**src/common/bbmc_pkg.sv**
```systemverilog
// package: register map, field positions, reset values and timing of the supply mode control
// What this block does
// - switched supply enabled in Normal, Stop, Restart; disabled in Sleep, Fail-Safe.
// - buck uses PWM in Normal, Restart; in Stop only after a transition or, under pin control, with wake high.
// - buck PWM may command 100% duty when input supply is low.
// - entering Stop switches the buck to PFM automatically, except under pin control with wake high.
// - soft start runs at power-up, Sleep to Restart, Fail-Safe to Restart.
// - soft start: minimum duty, hold steps, raise by increment until target reached.
// - status reports buck switch pin open/short and output outside 12% band.
// - status flags are informative only, never change mode or configuration.
// - status reports boost pin open/short including lost ground.
// - boost enable bit honoured only in Normal and Stop modes.
// - boost select decode: low=1 level one; low=0 level two; high bit ignored.
// - enabled boost turns on below threshold, off above threshold plus hysteresis.
// - boost-active flag set on switch-on; clear succeeds only above threshold.
// - boost always runs fixed-frequency PWM in Normal and Stop.
// - boost peak overcurrent reduces commanded duty cycle.
// - Stop auto mode: overload switches buck to PWM, raises interrupt, sets flag.
// - pin-controlled modulation in Stop: wake low PFM, high PWM, unfiltered.
// - clearing automatic-transition enable disables the auto PFM to PWM switch.
package bbmc_pkg;
  typedef enum logic [2:0] {
    BBMC_MODE_INIT,
    BBMC_MODE_NORMAL,
    BBMC_MODE_STOP,
    BBMC_MODE_RESTART,
    BBMC_MODE_SLEEP,
    BBMC_MODE_FAILSAFE
  } bbmc_mode_t;

  // register byte addresses
  localparam logic [7:0] BBMC_HARDWARE_CONTROL_REG_ADDR   = 8'h00;
  localparam logic [7:0] BBMC_STATUS_ADDR    = 8'h04;
  localparam logic [7:0] BBMC_WAKE_ADDR      = 8'h08;
  localparam logic [7:0] BBMC_STATE_ADDR     = 8'h0C;
  // hardware control fields
  localparam int BBMC_HC_BOOST_EN   = 0;
  localparam int BBMC_HC_LVL_LOW    = 1;
  localparam int BBMC_HC_LVL_HIGH   = 2;
  localparam int BBMC_HC_AUTO_EN    = 3;
  localparam int BBMC_HC_PIN_MOD    = 4;
  localparam logic [4:0] BBMC_HC_RESET = 5'h08;
  // supply status fields
  localparam int BBMC_ST_BCK_OPEN   = 0;
  localparam int BBMC_ST_BCK_SHORT  = 1;
  localparam int BBMC_ST_BCK_BAND   = 2;
  localparam int BBMC_ST_BST_OPEN   = 3;
  localparam int BBMC_ST_BST_SHORT  = 4;
  localparam int BBMC_ST_BST_GND    = 5;
  localparam int BBMC_ST_STEP_UP_ACTIVE_FLAG    = 6;
  localparam int BBMC_ST_W          = 7;
  // wake status fields
  localparam int BBMC_WK_MOD_SW     = 0;
  // soft start and boost overcurrent cut
  localparam logic [7:0] BBMC_SS_MIN_DUTY = 8'h10;
  localparam logic [7:0] BBMC_SS_STEP     = 8'h08;
  localparam logic [7:0] BBMC_SS_HOLD     = 8'h04;
  localparam logic [7:0] BBMC_DUTY_FULL   = 8'hFF;
  localparam logic [7:0] BBMC_OC_CUT      = 8'h20;
  localparam logic [7:0] BBMC_PERIOD_CYC  = 8'h32;
endpackage

```
**src/common/bbmc_cmp_if.sv**
```systemverilog
// interface: synchronised comparator levels passed between the core and the boost controller
`timescale 1ns/10ps
interface bbmc_cmp_if;
  logic below_th;
  logic above_hys;
  logic level_one;
  logic boost_on;
  modport ctrl (input below_th, input above_hys, input level_one, output boost_on);
  modport core (output below_th, output above_hys, output level_one, input boost_on);
endinterface

```
**src/logic/bbmc_sync3.sv**
```systemverilog
// three-stage synchroniser that accepts a change once stages two and three agree
`timescale 1ns/10ps
module bbmc_sync3 #(
  parameter int W = 1
) (
  // clock and reset
  input  wire logic         mclk_i,
  input  wire logic         rst_i,
  // levels
  input  wire logic [W-1:0] async_i,
  output logic      [W-1:0] sync_o
);
  logic [W-1:0] s1_q, s2_q, s3_q, o_q, o_d;

  always_comb begin
    o_d = o_q;
    for (int i = 0; i < W; i++) begin
      if (s2_q[i] == s3_q[i]) begin
        o_d[i] = s3_q[i];
      end
    end
  end

  always_ff @(posedge mclk_i or posedge rst_i) begin
    if (rst_i) begin
      s1_q <= '0;
      s2_q <= '0;
      s3_q <= '0;
      o_q  <= '0;
    end else begin
      s1_q <= async_i;
      s2_q <= s1_q;
      s3_q <= s2_q;
      o_q  <= o_d;
    end
  end

  assign sync_o = o_q;
endmodule

```
**src/logic/bbmc_boost_ctrl.sv**
```systemverilog
// boost on/off decision with hysteresis from synchronised comparators
`timescale 1ns/10ps
module bbmc_boost_ctrl (
  // clock and reset
  input  wire logic mclk_i,
  input  wire logic rst_i,
  // gate from mode and enable
  input  wire logic allowed_i,
  // comparators
  bbmc_cmp_if.ctrl  cmp
);
  logic on_q, on_d;

  always_comb begin
    on_d = on_q;
    if (!allowed_i) begin
      on_d = 1'b0;
    end else if (!on_q && cmp.below_th) begin
      on_d = 1'b1;
    end else if (on_q && cmp.above_hys) begin
      on_d = 1'b0;
    end
  end

  always_ff @(posedge mclk_i or posedge rst_i) begin
    if (rst_i) begin
      on_q <= 1'b0;
    end else begin
      on_q <= on_d;
    end
  end

  assign cmp.boost_on = on_q;
endmodule

```
**src/logic/bbmc_top.sv**
```systemverilog
// supply mode control: gating, buck modulation and soft start, boost control, APB registers
//
// Added by the designer: the address map and register access over APB.
`timescale 1ns/10ps
module bbmc_top
  import bbmc_pkg::*;
(
  // clock and reset
  input  wire logic        mclk_i,
  input  wire logic        rst_i,
  // apb slave
  input  wire logic        psel_i,
  input  wire logic        penable_i,
  input  wire logic        pwrite_i,
  input  wire logic [7:0]  paddr_i,
  input  wire logic [31:0] pwdata_i,
  output logic      [31:0] prdata_o,
  output logic             pready_o,
  output logic             pslverr_o,
  // operating mode and stop command pulse
  input  wire logic [2:0]  op_mode_i,
  input  wire logic        stop_cmd_i,
  // analog comparators and detectors (asynchronous)
  input  wire logic        wake_input_pin_i,
  input  wire logic        load_over_i,
  input  wire logic        vin_low_i,
  input  wire logic        buck_at_target_i,
  input  wire logic        below_th1_i,
  input  wire logic        above_hys1_i,
  input  wire logic        below_th2_i,
  input  wire logic        above_hys2_i,
  input  wire logic        boost_peak_oc_i,
  input  wire logic [5:0]  fault_i,
  // power stage controls
  output logic             supply_en_o,
  output logic             buck_pwm_o,
  output logic [7:0]       buck_duty_o,
  output logic             buck_full_duty_o,
  output logic             buck_ss_active_o,
  output logic             boost_run_o,
  output logic             boost_pwm_o,
  output logic [7:0]       boost_duty_trim_o,
  output logic             mod_switch_irq_o
);
  // synchronise every asynchronous level
  localparam int NS = 15;
  logic [NS-1:0] raw, syn;
  assign raw = {fault_i, boost_peak_oc_i, above_hys2_i, below_th2_i, above_hys1_i, below_th1_i,
                buck_at_target_i, vin_low_i, load_over_i, wake_input_pin_i};
  bbmc_sync3 #(.W(NS)) bbmc_sync3_inst (
    .mclk_i  (mclk_i),
    .rst_i   (rst_i),
    .async_i (raw),
    .sync_o  (syn)
  );
  logic s_wake, s_load, s_vlow, s_tgt, s_b1, s_h1, s_b2, s_h2, s_oc;
  logic [5:0] s_fault;
  assign {s_fault, s_oc, s_h2, s_b2, s_h1, s_b1, s_tgt, s_vlow, s_load, s_wake} = syn;

  // codes 6 and 7 match no state and fall into the default branches, so the supply stays off
  bbmc_mode_t mode;
  assign mode = bbmc_mode_t'(op_mode_i);

  function automatic logic mode_active(input bbmc_mode_t m);
    mode_active = (m == BBMC_MODE_NORMAL) || (m == BBMC_MODE_STOP) || (m == BBMC_MODE_RESTART);
  endfunction

  // registers
  logic [4:0]  hw_q, hw_d;
  logic [5:0]  flt_q, flt_d;
  logic        act_q, act_d;
  logic        wk_q, wk_d;
  logic        mod_sw_q, mod_sw_d;
  logic        irq_q, irq_d;
  bbmc_mode_t  prev_q, prev_d;
  logic        ss_q, ss_d;
  logic [7:0]  duty_q, duty_d;
  logic [7:0]  hold_q, hold_d;
  logic [7:0]  per_q, per_d;
  logic        ss_pend_q, ss_pend_d;
  logic [7:0]  trim_q, trim_d;
  logic [31:0] rd_q, rd_d;

  // boost comparators, level select
  bbmc_cmp_if cmp ();
  logic lvl_one;
  assign lvl_one       = hw_q[BBMC_HC_LVL_LOW];
  assign cmp.level_one = lvl_one;
  assign cmp.below_th  = lvl_one ? s_b1 : s_b2;
  assign cmp.above_hys = lvl_one ? s_h1 : s_h2;
  logic boost_allowed;
  assign boost_allowed = hw_q[BBMC_HC_BOOST_EN] &&
                         (mode == BBMC_MODE_NORMAL || mode == BBMC_MODE_STOP);
  bbmc_boost_ctrl bbmc_boost_ctrl_inst (
    .mclk_i    (mclk_i),
    .rst_i     (rst_i),
    .allowed_i (boost_allowed),
    .cmp       (cmp)
  );
  logic boost_on_prev_q, boost_on_prev_d;

  // bus decode
  logic wr_en, rd_en;
  assign wr_en = psel_i && penable_i && pwrite_i;
  assign rd_en = psel_i && !penable_i && !pwrite_i;
  logic clr_act;
  assign clr_act = wr_en && (paddr_i == BBMC_STATUS_ADDR) && pwdata_i[BBMC_ST_STEP_UP_ACTIVE_FLAG];

  // control and flags
  always_comb begin
    hw_d  = hw_q;
    flt_d = flt_q | s_fault;
    act_d = act_q;
    wk_d  = wk_q;
    irq_d = 1'b0;
    boost_on_prev_d = cmp.boost_on;
    if (wr_en && paddr_i == BBMC_HARDWARE_CONTROL_REG_ADDR) begin
      hw_d = pwdata_i[4:0];
    end
    // status writes clear flags only; no mode or setting follows from them
    if (wr_en && paddr_i == BBMC_STATUS_ADDR) begin
      flt_d = (flt_q & ~pwdata_i[5:0]) | s_fault;
    end
    if (clr_act && !cmp.below_th) begin
      act_d = 1'b0;
    end
    if (cmp.boost_on && !boost_on_prev_q) begin
      act_d = 1'b1;
    end
    if (wr_en && paddr_i == BBMC_WAKE_ADDR && pwdata_i[BBMC_WK_MOD_SW]) begin
      wk_d = 1'b0;
    end
    if (mod_sw_d && !mod_sw_q && hw_q[BBMC_HC_AUTO_EN] && !hw_q[BBMC_HC_PIN_MOD]) begin
      wk_d  = 1'b1;
      irq_d = 1'b1;
    end
  end

  // buck modulation: auto switch latches until a new stop command or a change out of Stop
  always_comb begin
    mod_sw_d = mod_sw_q;
    if (mode != BBMC_MODE_STOP || stop_cmd_i || (prev_q != BBMC_MODE_STOP)) begin
      mod_sw_d = 1'b0;
    end else if (hw_q[BBMC_HC_AUTO_EN] && !hw_q[BBMC_HC_PIN_MOD] && s_load) begin
      mod_sw_d = 1'b1;
    end
  end

  logic buck_pwm;
  always_comb begin
    case (mode)
      BBMC_MODE_NORMAL, BBMC_MODE_RESTART: buck_pwm = 1'b1;
      BBMC_MODE_STOP: begin
        // wake pin drives the choice directly, without a filter
        if (hw_q[BBMC_HC_PIN_MOD]) begin
          buck_pwm = s_wake;
        end else begin
          buck_pwm = mod_sw_q;
        end
      end
      default: buck_pwm = 1'b0;
    endcase
  end

  // soft start trigger and ramp
  always_comb begin
    prev_d    = mode;
    ss_pend_d = ss_pend_q;
    ss_d      = ss_q;
    duty_d    = duty_q;
    hold_d    = hold_q;
    per_d     = per_q;
    if (mode == BBMC_MODE_RESTART &&
        (prev_q == BBMC_MODE_SLEEP || prev_q == BBMC_MODE_FAILSAFE)) begin
      ss_pend_d = 1'b1;
    end
    if (!mode_active(mode)) begin
      ss_d = 1'b0;
    end else if (ss_pend_q) begin
      ss_pend_d = 1'b0;
      ss_d      = 1'b1;
      duty_d    = BBMC_SS_MIN_DUTY;
      hold_d    = 8'h00;
      per_d     = 8'h00;
    end else if (ss_q) begin
      if (s_tgt) begin
        ss_d = 1'b0;
      end else if (per_q == BBMC_PERIOD_CYC - 8'h01) begin
        per_d = 8'h00;
        if (hold_q == BBMC_SS_HOLD - 8'h01) begin
          hold_d = 8'h00;
          duty_d = (duty_q > BBMC_DUTY_FULL - BBMC_SS_STEP) ? BBMC_DUTY_FULL
                   : duty_q + BBMC_SS_STEP;
        end else begin
          hold_d = hold_q + 8'h01;
        end
      end else begin
        per_d = per_q + 8'h01;
      end
    end
  end

  // boost overcurrent trim
  always_comb begin
    trim_d = s_oc ? BBMC_OC_CUT : 8'h00;
  end

  // read data captured in the setup phase
  always_comb begin
    rd_d = rd_q;
    if (rd_en) begin
      // bits above each register's fields read as zero
      rd_d = 32'h0000_0000;
      case (paddr_i)
        BBMC_HARDWARE_CONTROL_REG_ADDR: rd_d[4:0] = hw_q;
        BBMC_STATUS_ADDR:  rd_d[BBMC_ST_W-1:0] = {act_q, flt_q};
        BBMC_WAKE_ADDR:    rd_d[BBMC_WK_MOD_SW] = wk_q;
        BBMC_STATE_ADDR:   rd_d[5:0] = {cmp.boost_on, ss_q, buck_pwm, op_mode_i};
        default:           rd_d = 32'h0000_0000;
      endcase
    end
  end

  // control and flag registers
  always_ff @(posedge mclk_i or posedge rst_i) begin
    if (rst_i) begin
      hw_q            <= BBMC_HC_RESET;
      flt_q           <= 6'h00;
      act_q           <= 1'b0;
      wk_q            <= 1'b0;
      irq_q           <= 1'b0;
      boost_on_prev_q <= 1'b0;
    end else begin
      hw_q            <= hw_d;
      flt_q           <= flt_d;
      act_q           <= act_d;
      wk_q            <= wk_d;
      irq_q           <= irq_d;
      boost_on_prev_q <= boost_on_prev_d;
    end
  end

  // automatic modulation latch
  always_ff @(posedge mclk_i or posedge rst_i) begin
    if (rst_i) begin
      mod_sw_q <= 1'b0;
    end else begin
      mod_sw_q <= mod_sw_d;
    end
  end

  // soft start state; pending at reset so power-up ramps on the first active mode
  always_ff @(posedge mclk_i or posedge rst_i) begin
    if (rst_i) begin
      prev_q    <= BBMC_MODE_INIT;
      ss_pend_q <= 1'b1;
      ss_q      <= 1'b0;
      duty_q    <= BBMC_SS_MIN_DUTY;
      hold_q    <= 8'h00;
      per_q     <= 8'h00;
    end else begin
      prev_q    <= prev_d;
      ss_pend_q <= ss_pend_d;
      ss_q      <= ss_d;
      duty_q    <= duty_d;
      hold_q    <= hold_d;
      per_q     <= per_d;
    end
  end

  // duty trim lags the shunt comparator by the synchroniser delay plus one register cycle
  always_ff @(posedge mclk_i or posedge rst_i) begin
    if (rst_i) begin
      trim_q <= 8'h00;
    end else begin
      trim_q <= trim_d;
    end
  end

  // read data register
  always_ff @(posedge mclk_i or posedge rst_i) begin
    if (rst_i) begin
      rd_q <= 32'h0000_0000;
    end else begin
      rd_q <= rd_d;
    end
  end

  // outputs
  assign supply_en_o       = mode_active(mode);
  assign buck_pwm_o        = supply_en_o && buck_pwm;
  assign buck_duty_o       = duty_q;
  // low input voltage lets the loop hold the high side on continuously
  assign buck_full_duty_o  = supply_en_o && buck_pwm && !ss_q && s_vlow;
  assign buck_ss_active_o  = ss_q;
  assign boost_run_o       = cmp.boost_on;
  assign boost_pwm_o       = cmp.boost_on;
  assign boost_duty_trim_o = trim_q;
  assign mod_switch_irq_o  = irq_q;
  assign prdata_o          = rd_q;
  // zero wait states: every access completes in its first access cycle
  assign pready_o          = 1'b1;
  assign pslverr_o         = 1'b0;
endmodule

```
**config.mk**
```make
export PLATFORM = sky130hd
export DESIGN_NAME = bbmc_top
export DESIGN_NICKNAME = d
export VERILOG_FILES = /design/src/common/bbmc_pkg.sv /design/src/common/bbmc_cmp_if.sv /design/src/logic/bbmc_sync3.sv /design/src/logic/bbmc_boost_ctrl.sv /design/src/logic/bbmc_top.sv
export SDC_FILE = /design/constraint.sdc
export NUM_CORES = 1
export LEC_CHECK = 0
export BUFFER_PORTS_ARGS = -buffer_cell sky130_fd_sc_hd__buf_2
export CORE_UTILIZATION = 26
export CTS_BUF_LIST = sky130_fd_sc_hd__clkbuf_4 sky130_fd_sc_hd__clkbuf_8 sky130_fd_sc_hd__clkbuf_16
export DETAILED_ROUTE_END_ITERATION = 16
export SETUP_SLACK_MARGIN = 0.05
export SLEW_MARGIN = 25
export SYNTH_ARGS = -nofsm -noshare
export SYNTH_HDL_FRONTEND = slang
export SYNTH_SLANG_ARGS = --single-unit
```
**constraint.sdc**
```tcl
create_clock -name mclk_i -period 3.7 [get_ports mclk_i]
set_input_delay 0.555 -clock mclk_i [delete_from_list [all_inputs] [get_ports mclk_i]]
set_output_delay 0.555 -clock mclk_i [all_outputs]
set_load 0.05 [all_outputs]
```
==> results.txt, run 1 <==
----------------------------------------------------
[Status]
  Run status ... complete, no violations

[Finish]
  Fraction of layout cells with a size suffix above 1 ... 24.88%
  Top library cells by usage in the layout, fill and taps aside ... 109 x sky130_fd_sc_hd__dfrtp_1, 61 x sky130_fd_sc_hd__buf_2, 34 x sky130_fd_sc_hd__conb_1
  Most common cell after layout, fill and taps aside ... sky130_fd_sc_hd__dfrtp_1
  Synth-to-layout area growth ... 16.00%
  Number of nets in the layout ... 489
  Antenna diodes ... 0
  Final-layout fill cell count ... 1691
  Utilization after layout ... between 30% and 40%

[Worst setup path]
  R2R Path Start ... buck_ss_active_o
  R2R Path End ... buck_duty_o[3]
  Setup slack, reg-to-reg ... 1.27 ns
  Max FO, Critical Path ... 22
  Register-to-Register Path Depth ... 5
  Launching element type of the critical path ... flip-flop
  WP data required ... between 3 and 4 ns
  Critical Path AT ... 2.67 ns
  Worst Setup Path Type ... flip-flop to flip-flop
  Category of the worst setup path capture point ... flip-flop

[Min path]
  Type of the tightest min-delay check ... primary input to flip-flop
  Hold Crit Start ... fault_i[1]
  Hold EP ... bbmc_sync3_inst.s1_q[10]
  Hold path depth ... 1

[Routing]
  DR vias ... 2774
  Total iterations of the first detailed-routing run ... 4
  1st-iter DRT viols ... between 200 and 250
  Total wire length after detailed routing ... ~8400 um
  Final routed DRC violation total ... 0
  Routed Antenna Nets ... 0
  Wire length on met1 ... a little under 4000 um
  Detailed route wirelength on metal3 ... 312 um
  Vias per cell ... between 4 and 5
  Wire length on met2 ... 3951 um
  Post-detailed-route wirelength per cell ... 13.01 um
  Highest routing layer actually used ... met4

[Synthesis]
  EDFF count, synth ... 0
  Gate Count Post-Synth ... between 300 and 400
  Unique cell type count in the Yosys netlist ... 53
  Post-synthesis register bit count ... roughly 110
  Number of warnings printed during yosys synthesis ... 0
  Share of synthesized area occupied by flip-flops and latches ... roughly 62%
  Share of flip-flops with an asynchronous set or reset ... 100.0%
  Average footprint of a synthesized cell ... between 10 and 15 um^2
  Predominant post-synthesis flop cell ... sky130_fd_sc_hd__dfrtp_1
  Post-synth design cell area ... roughly 4500 um^2

[Pwr]
  Leakage power of the design ... around 2.4 nW
  Largest vdd supply drop ... just over 0.2 mV
  Power Density ... 494.9 nW/um^2
  Overall power consumption ... ~0.0026 W

[Floorplanning]
  Number of ports placed on the die boundary ... about 120
  Vertical die dimension ... 134.0 um
  Core region area ... ~17000 um^2
  Die Width ... between 100 and 150 um
  Starting density of the core ... between 20 and 30%
  Site Rows ... 47
  Floorplan die area ... between 15000 and 20000 um^2

[Placed design]
  Total of buffers placed on input and output ports ... 61
  Final Wtd Congestion ... 0.7975
  HPWL after detailed placement ... about 6000 um
  Minimum setup slack after placement ... ~1.1 ns

[Clock network]
  Hold buffer count at cts ... 0
  Clock input transition at the sequential cells of the worst setup and hold paths ... around 0.08 ns
  H-tree levels ... 3
  TritonCTS clock tree ... done
  Number of buffers created by CTS ... 9
  Clock tree root driver cell ... sky130_fd_sc_hd__clkbuf_16
  Sinks on the clock net ... 112
  Number of setup buffers added after CTS ... 0
  Clock Latency Late Sink ... ~0.36 ns
  Maximum count of clock buffers along a single path ... 2
  Post-cts gate resize count ... 0

[Job]
  Number of max-cap violations ... 0

[GRT]
  Initial antenna violation count ... 0
  First-pass GRT wire length ... between 10000 and 15000 um
  Grt total ovfl ... 0
  Maximum number of pins on one net before global-route repair ... 90
  Via count of the first global-routing pass ... 2751
  GR Util All Layers ... between 10 and 15%

[Timing]
  Headroom to the max-slew limit ... 47.18%
  Final Max Slew Viols ... 0
  Peak Freq ... between 0.4 and 0.5 GHz
  Portion of the clock cycle consumed by the worst path in the final layout ... 65.78%
  Slew @ Worst Pin ... 0.7922 ns
  Number of endpoints with negative hold slack in the final report ... 0
  Unrepaired setup endpoints after global routing ... false
  Post-Route Skew ... roughly 0.01 ns
  Setup TNS ... 0 ns
  Final Worst Setup Slack ... between 1 and 1.5 ns
  Endpoints failing setup ... 0
  Min cycle time layout ... roughly 2.4 ns

----------------------------------------------------
per-layer routing:
metal	vias up	GRT usage, %
met5	-	0
met4	0	4.861
met3	11	2.570
met2	77	15.00
met1	1361	13.73
li1	1325	-
logic make-up after synthesis:
| family | share of synthesized area [%] |
|---|---|
| mux | 3.787 |
| buf+inv | 7.932 |
| xor+xnor | 1.161 |
| other cells | 0.1659 |
| simple gates | 10.89 |
| flops | 62.00 |
| compound gates | 9.646 |
| fa+ha+maj | 4.422 |
registers in the layout (all words and copies together), names as in the netlist:
name,cells
prev_q,3
flt_q,6
prdata_o,7
bbmc_sync3_inst.s2_q,15
mod_switch_irq_o,1
bbmc_sync3_inst.s3_q,15
buck_duty_o,6
act_q,1
wk_q,1
ss_pend_q,1
buck_ss_active_o,1
bbmc_sync3_inst.sync_o,15
hw_q,5
boost_on_prev_q,1
per_q,8
boost_duty_trim_o,1
bbmc_sync3_inst.s1_q,15
hold_q,8
bbmc_boost_ctrl_inst.cmp.boost_on,1
mod_sw_q,1
per-stage QoR:
| stage | instance area, um^2 | instances | hold WS (ns) |
|---|---|---|---|
| 5_1_grt | 5251 | 646 | 0.2806 |
| 4_1_cts | 5248 | 646 | 0.2844 |
| 3_5_place_dp | 4930 | 630 | 0.3347 |
| 2_1_floorplan | 4647 | 392 | 0.3312 |
| 3_3_place_gp | 4927 | 630 | 0.3310 |
| 6_report | 5251 | 646 | 0.2971 |
final cells by class:
| class | instances | area [um^2] | area share (%) |
|---|---|---|---|
| Sequential cell | 112 | 2806 | 53.44 |
| Multi-Input combinational cell | 225 | 1485 | 28.28 |
| Tap cell | 220 | 275.3 | 5.242 |
| Inverter | 9 | 38.79 | 0.7386 |
| Clock inverter | 7 | 92.59 | 1.763 |
| Timing Repair Buffer | 64 | 327.8 | 6.243 |
| Clock buffer | 9 | 225.2 | 4.289 |
synth_stat cells, types with 3 or more instances:
master                       n  area [um^2]
sky130_fd_sc_hd__a21o_1      7        52.55
sky130_fd_sc_hd__a21oi_1    23        115.1
sky130_fd_sc_hd__a31o_2      3        26.28
sky130_fd_sc_hd__a31oi_1     4        25.02
sky130_fd_sc_hd__and2_1      3        18.77
sky130_fd_sc_hd__and3_1      6        37.54
sky130_fd_sc_hd__buf_4      38        285.3
sky130_fd_sc_hd__clkbuf_1    5        18.77
sky130_fd_sc_hd__dfrtp_1   109         2728
sky130_fd_sc_hd__dfstp_2     3        78.83
sky130_fd_sc_hd__ha_1        4        50.05
sky130_fd_sc_hd__inv_1       8        30.03
sky130_fd_sc_hd__maj3_1     15        150.1
sky130_fd_sc_hd__mux2_2      7        78.83
sky130_fd_sc_hd__mux2i_1     7        70.07
sky130_fd_sc_hd__nand2_1    19        71.32
sky130_fd_sc_hd__nand3_1     6        30.03
sky130_fd_sc_hd__nand4_1     3        18.77
sky130_fd_sc_hd__nor2_1     15        56.30
sky130_fd_sc_hd__nor2b_1     3        18.77
sky130_fd_sc_hd__nor3_1      4        20.02
sky130_fd_sc_hd__nor4b_1     4        35.03
sky130_fd_sc_hd__o211ai_1    3        22.52
sky130_fd_sc_hd__o21ai_0     8        40.04
sky130_fd_sc_hd__o31ai_1     7        52.55
sky130_fd_sc_hd__or4_1       7        52.55
sky130_fd_sc_hd__xor2_1      5        43.79
critical path, cell delays in order, from the launching register on:
cell	delay (ns)
sky130_fd_sc_hd__dfrtp_1	0.43
sky130_fd_sc_hd__nor2b_1	0.43
sky130_fd_sc_hd__o21ai_2	0.33
sky130_fd_sc_hd__inv_2	0.26
sky130_fd_sc_hd__and2_1	0.46
sky130_fd_sc_hd__mux2_2	0.40
worst max-delay path by stage:
stage,from,endpoint,slack (ns),depth (start not counted)
4_1_cts,buck_ss_active_o,buck_duty_o[3],1.30,5
3_3_place_gp,op_mode_i[2],buck_duty_o[3],1.22,6
5_1_grt,buck_ss_active_o,buck_duty_o[3],0.99,5
3_5_place_dp,op_mode_i[2],buck_duty_o[3],1.12,6
6_report,buck_ss_active_o,buck_duty_o[3],1.27,5
2_1_floorplan,rst_i,act_q,0.19,1
power breakdown:
group          switching (W)  internal [W]  leakage [nW]  total [W]
clock               0.000503      0.000491         0.150   0.000994
combinational       0.000192     0.0000744         0.861   0.000267
sequential         0.0000485       0.00129          1.37    0.00134
total               0.000744       0.00186          2.38    0.00260
(Power assumes the default switching activity.)
==> run 2, diff against run 1 <==
ABC_AREA = 1   (was default)
clock period = 2.2 ns   (was 3.7 ns; I/O delays follow)
==> results.txt, run 2 <==
----------------------------------------------------
[Status]
  Run status ... complete, no violations

[Synthesis]
  Share of synthesized area occupied by flip-flops and latches ... 59.88% (-2.1 points)
  EDFF count, synth ... 0 (unchanged)
  Average footprint of a synthesized cell ... 10.17 um^2 (-19%)
  Unique cell type count in the Yosys netlist ... 37 (-30%)
  Post-synth design cell area ... 4687 um^2 (+3.5%)
  Share of flip-flops with an asynchronous set or reset ... 100.0% (unchanged)
  List of most frequent post-synthesis cells ... 109 x sky130_fd_sc_hd__dfrtp_1, 92 x sky130_fd_sc_hd__nand2_1, 47 x sky130_fd_sc_hd__inv_1
  Dominant cell type by area after synthesis ... sky130_fd_sc_hd__dfrtp_1
  Number of warnings printed during yosys synthesis ... 0 (unchanged)
  Post-synthesis register bit count ... 112 (unchanged)
  Predominant post-synthesis flop cell ... sky130_fd_sc_hd__dfrtp_1
  Gate Count Post-Synth ... 461 (+28%)
  Main area contributors after synthesis ... sky130_fd_sc_hd__dfrtp_1 58%, sky130_fd_sc_hd__nand2_1 7.4%, sky130_fd_sc_hd__buf_4 6.1%, sky130_fd_sc_hd__inv_1 3.8%, sky130_fd_sc_hd__maj3_1 3.2%
  Fraction of synthesized cell area taken by the top area cell type ... 58.20% (-2.1 points)
  Most common cell in the netlist ... sky130_fd_sc_hd__dfrtp_1

[Clock network]
  H-tree levels ... 3 (unchanged)
  Number of buffers created by CTS ... 9 (unchanged)
  Clock input transition at the sequential cells of the worst setup and hold paths ... 0.07 ns (about the same)
  TritonCTS clock tree ... done
  Number of setup buffers added after CTS ... 0 (unchanged)
  Clock Latency Late Sink ... 0.35 ns (about the same)
  Post-cts gate resize count ... 0 (unchanged)
  Clock tree root driver cell ... sky130_fd_sc_hd__clkbuf_16
  Sinks on the clock net ... 112 (unchanged)
  Maximum count of clock buffers along a single path ... 2 (unchanged)
  Hold buffer count at cts ... 0 (unchanged)

[Worst setup path]
  Critical path's largest stage delay ... 0.41 ns (-0.05 ns)
  R2R Path End ... hold_q[4]
  Critical Path AT ... 1.61 ns (-1.06 ns)
  Slowest library cell on the worst path ... sky130_fd_sc_hd__dfrtp_1
  Launching element type of the critical path ... flip-flop
  WP data required ... 1.87 ns (-2.07 ns)
  Max FO, Critical Path ... 5 (-77%)
  Worst Setup Path Type ... flip-flop to output port
  CP Buf/Inv Count ... 1 (unchanged)
  Setup slack, reg-to-reg ... 0.58 ns (-0.69 ns)
  Gate family responsible for the most delay along the worst path ... simple AND/OR/NAND/NOR gates
  Register-to-Register Path Depth ... 6 (+1)
  Ordered cell list for the critical path ... o21ai_0, nand2_1, nand2_1, nand2_1, nor2_1, buf_2
  Most prevalent standard cell on the critical path ... sky130_fd_sc_hd__nand2_1
  R2R Path Start ... ss_pend_q
  Category of the worst setup path capture point ... output port

[Pwr]
  Net load switching power ... 0.001709 W (+130%)
  Leakage power of the design ... 2.610 nW (+9.6%)
  Net switching fraction of the power ... 32.70% (+4.1 points)
  Share of power burned in the clock network ... 32.1% (-6.1 points)
  Fraction of power consumed by sequential logic ... 47.9% (-3.6 points)
  Combinational group share of total power ... 20.0% (+9.7 points)
  Internal cell power ... 0.003517 W (+90%)
  Power Density ... 962.3 nW/um^2 (+94%)
  Largest vdd supply drop ... 0.5090 mV (+150%)

[Routing]
  DR vias ... 3036 (+9.4%)
  Total wire length after detailed routing ... 8540 um (+1.6%)
  1st-iter DRT viols ... 168 (-30%)
  Final routed DRC violation total ... 0 (unchanged)
  Total iterations of the first detailed-routing run ... 4 (unchanged)
  Routed Antenna Nets ... 0 (unchanged)
  Vias per cell ... 4.005 (-6.7%)
  Post-detailed-route wirelength per cell ... 11.27 um (-13%)

[GRT]
  First-pass GRT wire length ... 14390 um (+0.53%)
  Initial antenna violation count ... 1 (+1)
  GR Util All Layers ... 10.24% (+0.13 points)
  Via count of the first global-routing pass ... 2911 (+5.8%)
  Maximum number of pins on one net before global-route repair ... 113 (+26%)
  Grt total ovfl ... 0 (unchanged)

[Timing]
  Setup TNS ... 0 ns (unchanged)
  Portion of the clock cycle consumed by the worst path in the final layout ... 88.00%
  Final Max Slew Viols ... 0 (unchanged)
  Headroom to the max-slew limit ... 57.02% (+9.8 points)
  Number of endpoints with negative hold slack in the final report ... 0 (unchanged)
  Unrepaired setup endpoints after global routing ... false
  Min cycle time layout ... between 1.5 and 2 ns
  Endpoints failing setup ... 0 (unchanged)
  Post-Route Skew ... 0.006906 ns (-0.003136 ns)
  Peak Freq ... approximately 0.52 GHz
  Slew @ Worst Pin ... 0.6448 ns (-0.1474 ns)

[Min path]
  Type of the tightest min-delay check ... primary input to flip-flop
  Hold EP ... bbmc_sync3_inst.s1_q[8]
  Hold Crit Start ... boost_peak_oc_i
  Hold path depth ... 1 (unchanged)

[Finish]
  Top library cells by usage in the layout, fill and taps aside ... 109 x sky130_fd_sc_hd__dfrtp_1, 92 x sky130_fd_sc_hd__nand2_1, 61 x sky130_fd_sc_hd__buf_2
  Multi-input logic area ... 1493 um^2 (+0.51%)
  Most common cell after layout, fill and taps aside ... sky130_fd_sc_hd__dfrtp_1
  Synth-to-layout area growth ... 15.86%
  Seq. cell area ... 2806 um^2 (unchanged)
  Fraction of layout cells with a size suffix above 1 ... 19.92% (-5.0 points)
  Number of nets in the layout ... 595 (+22%)
  Number of standard cells in the layout, taps in and fillers out ... 758 (+17%)
  Final-layout fill cell count ... 1818 (+7.5%)

[Placed design]
  Number of placed instances with taps included ... 741 (+18%)
  Final Wtd Congestion ... 0.8143 (+2.1%)
  HPWL after detailed placement ... 6116 um (+4.1%)
  Total of buffers placed on input and output ports ... 61 (unchanged)

[Floorplanning]
  Number of ports placed on the die boundary ... 121 (unchanged)
  Starting density of the core ... 26.82% (-0.097 points)
  Floorplan die area ... 18570 um^2 (+3.5%)
  Site Rows ... 48 (+2.1%)
  Die Width ... 136.3 um (+1.7%)
  Vertical die dimension ... 136.3 um (+1.7%)
  Core region area ... 17480 um^2 (+3.9%)

[Job]
  Number of max-cap violations ... 0 (unchanged)

----------------------------------------------------
[run 2: cell types whose count changed in the layout (fill, tap and decap cells not counted), moves of 8 or more]
| cell | previous run | this run |
|---|---|---|
| sky130_fd_sc_hd__inv_1 | 7 | 46 |
| sky130_fd_sc_hd__nand2_1 | 19 | 92 |
| sky130_fd_sc_hd__nand3_1 | 6 | 26 |
| sky130_fd_sc_hd__nor2_1 | 15 | 27 |
| sky130_fd_sc_hd__o21ai_0 | 8 | 24 |
| sky130_fd_sc_hd__o21ai_1 | 0 | 8 |
[run 2: layout make-up]
cell class / instances / area share [%]
diodes: 1 / 0.04608
clock buffers: 11 / 4.539
clock inverters: 5 / 1.175
inverters: 53 / 3.756
multi-input cells: 288 / 27.49
flip-flops and latches: 112 / 51.68
well taps: 225 / 5.184
repair buffers: 63 / 6.129
[run 2: power groups by stage]
stage / registers (W) / logic, W / clock network, W
global route: 0.00254 / 0.00118 / 0.00182
floorplan: 0.00262 / 0.000790 / 0
detailed placement: 0.00254 / 0.00105 / 0
CTS: 0.00250 / 0.00106 / 0.00175
finish: 0.00250 / 0.00104 / 0.00168
global placement: 0.00253 / 0.00104 / 0
[run 2: cell families (layout without fill, tap and decap cells)]
| kind of cell | Yosys count | after routing | share of synthesized area [%] |
|---|---|---|---|
| AOI/OAI and AO/OA | 57 | 57 | 6.995 |
| other | 2 | 35 | 0.1602 |
| DFF | 112 | 112 | 59.88 |
| xor gates and xnor gates | 1 | 1 | 0.1869 |
| buffers and inverters | 93 | 132 | 10.84 |
| adders and majority gates | 19 | 19 | 4.271 |
| and+or+nand+nor | 177 | 177 | 17.67 |
[run 2: worst max path at each step]
stage | startpoint | end | slack (ns) | cells past startpoint
2_1_floorplan | hw_q[4] | buck_full_duty_o | 0.15 | 5
3_3_place_gp | op_mode_i[1] | buck_full_duty_o | 0.51 | 8
3_5_place_dp | op_mode_i[1] | buck_full_duty_o | 0.49 | 8
4_1_cts | hw_q[4] | buck_full_duty_o | 0.23 | 6
5_1_grt | hw_q[4] | buck_full_duty_o | 0.1 | 6
6_report | hw_q[4] | buck_full_duty_o | 0.26 | 6
[run 2: through the flow]
stage / setup slack [ns] / hold WS (ns) / utilization, % / cell area (um^2) / power (W)
2_1_floorplan: 0.1475 / 0.3312 / - / 4811 / 0.003412
3_3_place_gp: 0.5081 / 0.3322 / 29.28 / 5117 / 0.003573
3_5_place_dp: 0.4897 / 0.3347 / 29.28 / 5117 / 0.003594
4_1_cts: 0.2302 / 0.06233 / 31.06 / 5428 / 0.005306
5_1_grt: 0.09975 / 0.05822 / 31.06 / 5428 / 0.005541
6_report: 0.2640 / 0.07803 / 31.07 / 5430 / 0.005226
[run 2: metal layers]
layer / part of all wire [%] / wire (um) / vias up / GRT usage (%)
li1: - / - / 1550 / -
met1: 49 / 4197 / 1409 / 13.50
met2: 44 / 3792 / 67 / 15.51
met3: 5.1 / 435 / 10 / 3.579
met4: 1.3 / 115 / 0 / 3.519
met5: 0 / 0 / - / 0
==> run 3, diff against run 2 <==
BUFFER_PORTS_ARGS = -buffer_cell sky130_fd_sc_hd__clkbuf_2   (was -buffer_cell sky130_fd_sc_hd__buf_2)
==> results.txt, run 3 (synthesized netlist as in run 2, its figures left out) <==
----------------------------------------------------
[Status]
  Run status ... complete, no violations

[Finish]
  Total non-filler cell area in the finished layout ... 5433 um^2 (about the same)
  Antenna diodes ... 0 (-1)
  Top library cells by usage in the layout, fill and taps aside ... 109 x sky130_fd_sc_hd__dfrtp_1, 92 x sky130_fd_sc_hd__nand2_1, 61 x sky130_fd_sc_hd__clkbuf_2
  Fraction of layout cells with a size suffix above 1 ... 20.08% (+0.15 points)
  Most common cell after layout, fill and taps aside ... sky130_fd_sc_hd__dfrtp_1
  Number of nets in the layout ... 596 (+0.17%)
  Final-layout fill cell count ... 1799 (-1.0%)
  Synth-to-layout area growth ... 15.91% (about the same)
  Utilization after layout ... 31.09% (about the same)

[Pwr]
  Leakage power of the design ... 2.616 nW (+0.22%)
  Power Density ... 963.5 nW/um^2 (+0.12%)
  Overall power consumption ... 0.005234 W (+0.17%)
  Largest vdd supply drop ... 0.5770 mV (+13%)

[Timing]
  Min cycle time layout ... 1.962 ns (+0.02575 ns)
  Portion of the clock cycle consumed by the worst path in the final layout ... 89.17% (+1.2 points)
  Number of endpoints with negative hold slack in the final report ... 0 (unchanged)
  Peak Freq ... 0.5098 GHz (-1.3%)
  Slew @ Worst Pin ... 0.6310 ns (-0.01376 ns)
  Endpoints failing setup ... 0 (unchanged)
  Final Max Slew Viols ... 0 (unchanged)
  Post-Route Skew ... 0.007306 ns (+0.0004000 ns)
  Headroom to the max-slew limit ... 57.93% (+0.92 points)
  Setup TNS ... 0 ns (unchanged)
  Unrepaired setup endpoints after global routing ... false
  Final worst hold slack ... 0.07565 ns (-0.002381 ns)

[Routing]
  Post-detailed-route wirelength per cell ... 11.21 um (-0.53%)
  Total wire length after detailed routing ... 8495 um (-0.53%)
  1st-iter DRT viols ... 164 (-2.4%)
  Total iterations of the first detailed-routing run ... 4 (unchanged)
  Final routed DRC violation total ... 0 (unchanged)
  Routed Antenna Nets ... 0 (unchanged)
  Vias per cell ... 3.966 (-0.99%)
  DR vias ... 3006 (-0.99%)

[Clock network]
  Post-cts gate resize count ... 0 (unchanged)
  Number of buffers created by CTS ... 9 (unchanged)
  Clock tree root driver cell ... sky130_fd_sc_hd__clkbuf_16
  TritonCTS clock tree ... done
  H-tree levels ... 3 (unchanged)
  Clock input transition at the sequential cells of the worst setup and hold paths ... 0.08 ns (about the same)
  Maximum count of clock buffers along a single path ... 2 (unchanged)
  Sinks on the clock net ... 112 (unchanged)
  Number of setup buffers added after CTS ... 0 (unchanged)
  Hold buffer count at cts ... 0 (unchanged)
  Clock Latency Late Sink ... 0.35 ns (about the same)

[GRT]
  Grt total ovfl ... 0 (unchanged)
  Initial antenna violation count ... 1 (unchanged)
  GR Util All Layers ... 10.17% (-0.073 points)
  First-pass GRT wire length ... 14320 um (-0.48%)
  Maximum number of pins on one net before global-route repair ... 113 (unchanged)
  Via count of the first global-routing pass ... 2876 (-1.2%)

[Worst setup path]
  Worst Setup Path Type ... flip-flop to output port
  Category of the worst setup path capture point ... output port
  Slowest library cell on the worst path ... sky130_fd_sc_hd__dfrtp_1
  Critical Path AT ... 1.63 ns (+0.02 ns)
  WP data required ... 1.87 ns (about the same)
  Crit path capture ... buck_full_duty_o
  CP Launch Point ... hw_q[4]
  Critical path depth in cells ... 6 (unchanged)
  Gate family responsible for the most delay along the worst path ... flip-flops
  Max FO, Critical Path ... 5 (unchanged)
  Ordered cell list for the critical path ... o21ai_0, nand2_1, nand2_1, nand2_1, nor2_1, clkbuf_2
  Setup slack, reg-to-reg ... 0.60 ns (+0.02 ns)
  Launching element type of the critical path ... flip-flop
  Register-to-Register Path Depth ... 6 (unchanged)
  R2R Path End ... hold_q[4]
  R2R Path Start ... ss_pend_q
  CP Buf/Inv Count ... 1 (unchanged)
  Critical path's largest stage delay ... 0.42 ns (about the same)
  Most prevalent standard cell on the critical path ... sky130_fd_sc_hd__nand2_1

[Floorplanning]
  Starting density of the core ... 26.82% (unchanged)
  Vertical die dimension ... 136.3 um (unchanged)
  Core region area ... 17480 um^2 (unchanged)
  Site Rows ... 48 (unchanged)
  Die Width ... 136.3 um (unchanged)
  Number of ports placed on the die boundary ... 121 (unchanged)
  Floorplan die area ... 18570 um^2 (unchanged)

[Placed design]
  HPWL after detailed placement ... 6090 um (-0.42%)
  Final Wtd Congestion ... 0.8277 (+1.6%)
  Total of buffers placed on input and output ports ... 61 (unchanged)
  DP Area ... 5125 um^2 (+0.15%)

[Min path]
  Type of the tightest min-delay check ... primary input to flip-flop

[Job]
  Number of max-cap violations ... 0 (unchanged)

----------------------------------------------------
==> run 3: cell types whose count changed in the layout (fill, tap and decap cells not counted) <==
cell	before	now
sky130_fd_sc_hd__inv_6	0	2
sky130_fd_sc_hd__buf_2	61	0
sky130_fd_sc_hd__clkbuf_8	1	0
sky130_fd_sc_hd__diode_2	1	0
sky130_fd_sc_hd__clkinv_4	0	1
sky130_fd_sc_hd__clkbuf_2	0	61
sky130_fd_sc_hd__clkinvlp_4	4	2
sky130_fd_sc_hd__buf_4	1	2
==> run 3: worst min-delay path by stage <==
stage / startpoint / cells past startpoint / slack (ns) / endpoint
2_1_floorplan: bbmc_sync3_inst.s1_q[0] / 0 / 0.33 / bbmc_sync3_inst.s2_q[0]
4_1_cts: fault_i[2] / 1 / 0.06 / bbmc_sync3_inst.s1_q[11]
5_1_grt: fault_i[5] / 1 / 0.06 / bbmc_sync3_inst.s1_q[14]
3_5_place_dp: bbmc_sync3_inst.s1_q[6] / 0 / 0.33 / bbmc_sync3_inst.s2_q[6]
3_3_place_gp: bbmc_sync3_inst.s1_q[9] / 0 / 0.33 / bbmc_sync3_inst.s2_q[9]
6_report: fault_i[4] / 1 / 0.08 / bbmc_sync3_inst.s1_q[13]
==> run 3: area by class of cell <==
cell class,instances,area [um^2],area share (%)
well taps,225,281.5,5.182
flip-flops and latches,112,2806,51.66
clock buffers,10,232.7,4.284
inverters,53,203.9,3.754
clock inverters,6,75.07,1.382
repair buffers,64,340.3,6.264
multi-input cells,288,1493,27.48
==> run 3: routing by layer <==
metal	vias up	GRT usage (%)	part of all wire (%)
met4	0	5.741	2.6
met5	-	0	0
li1	1545	-	-
met3	15	2.759	5.0
met2	69	14.55	43
met1	1377	13.75	50
==> run 3: through the flow <==
stage | worst slack, ns | cells
2_1_floorplan | 0.1475 | 493
3_3_place_gp | 0.4686 | 742
3_5_place_dp | 0.4662 | 742
4_1_cts | 0.1877 | 758
5_1_grt | 0.06642 | 758
6_report | 0.2383 | 758
==> run 3: worst reg2reg max path, stage by stage (launching register included) <==
cell and delay (ns):
sky130_fd_sc_hd__dfstp_2 0.67, sky130_fd_sc_hd__a21oi_4 0.07, sky130_fd_sc_hd__nor2_8 0.24, sky130_fd_sc_hd__nand2_8 0.16, sky130_fd_sc_hd__clkinv_2 0.13, sky130_fd_sc_hd__o21ai_1 0.06, sky130_fd_sc_hd__and2_1 0.15
==> run 3: where the power goes <==
group	internal [W]	leakage [nW]	switching, W
clock	0.000915	0.149	0.000776
sequential	0.00229	1.35	0.000214
combinational	0.000294	1.12	0.000749
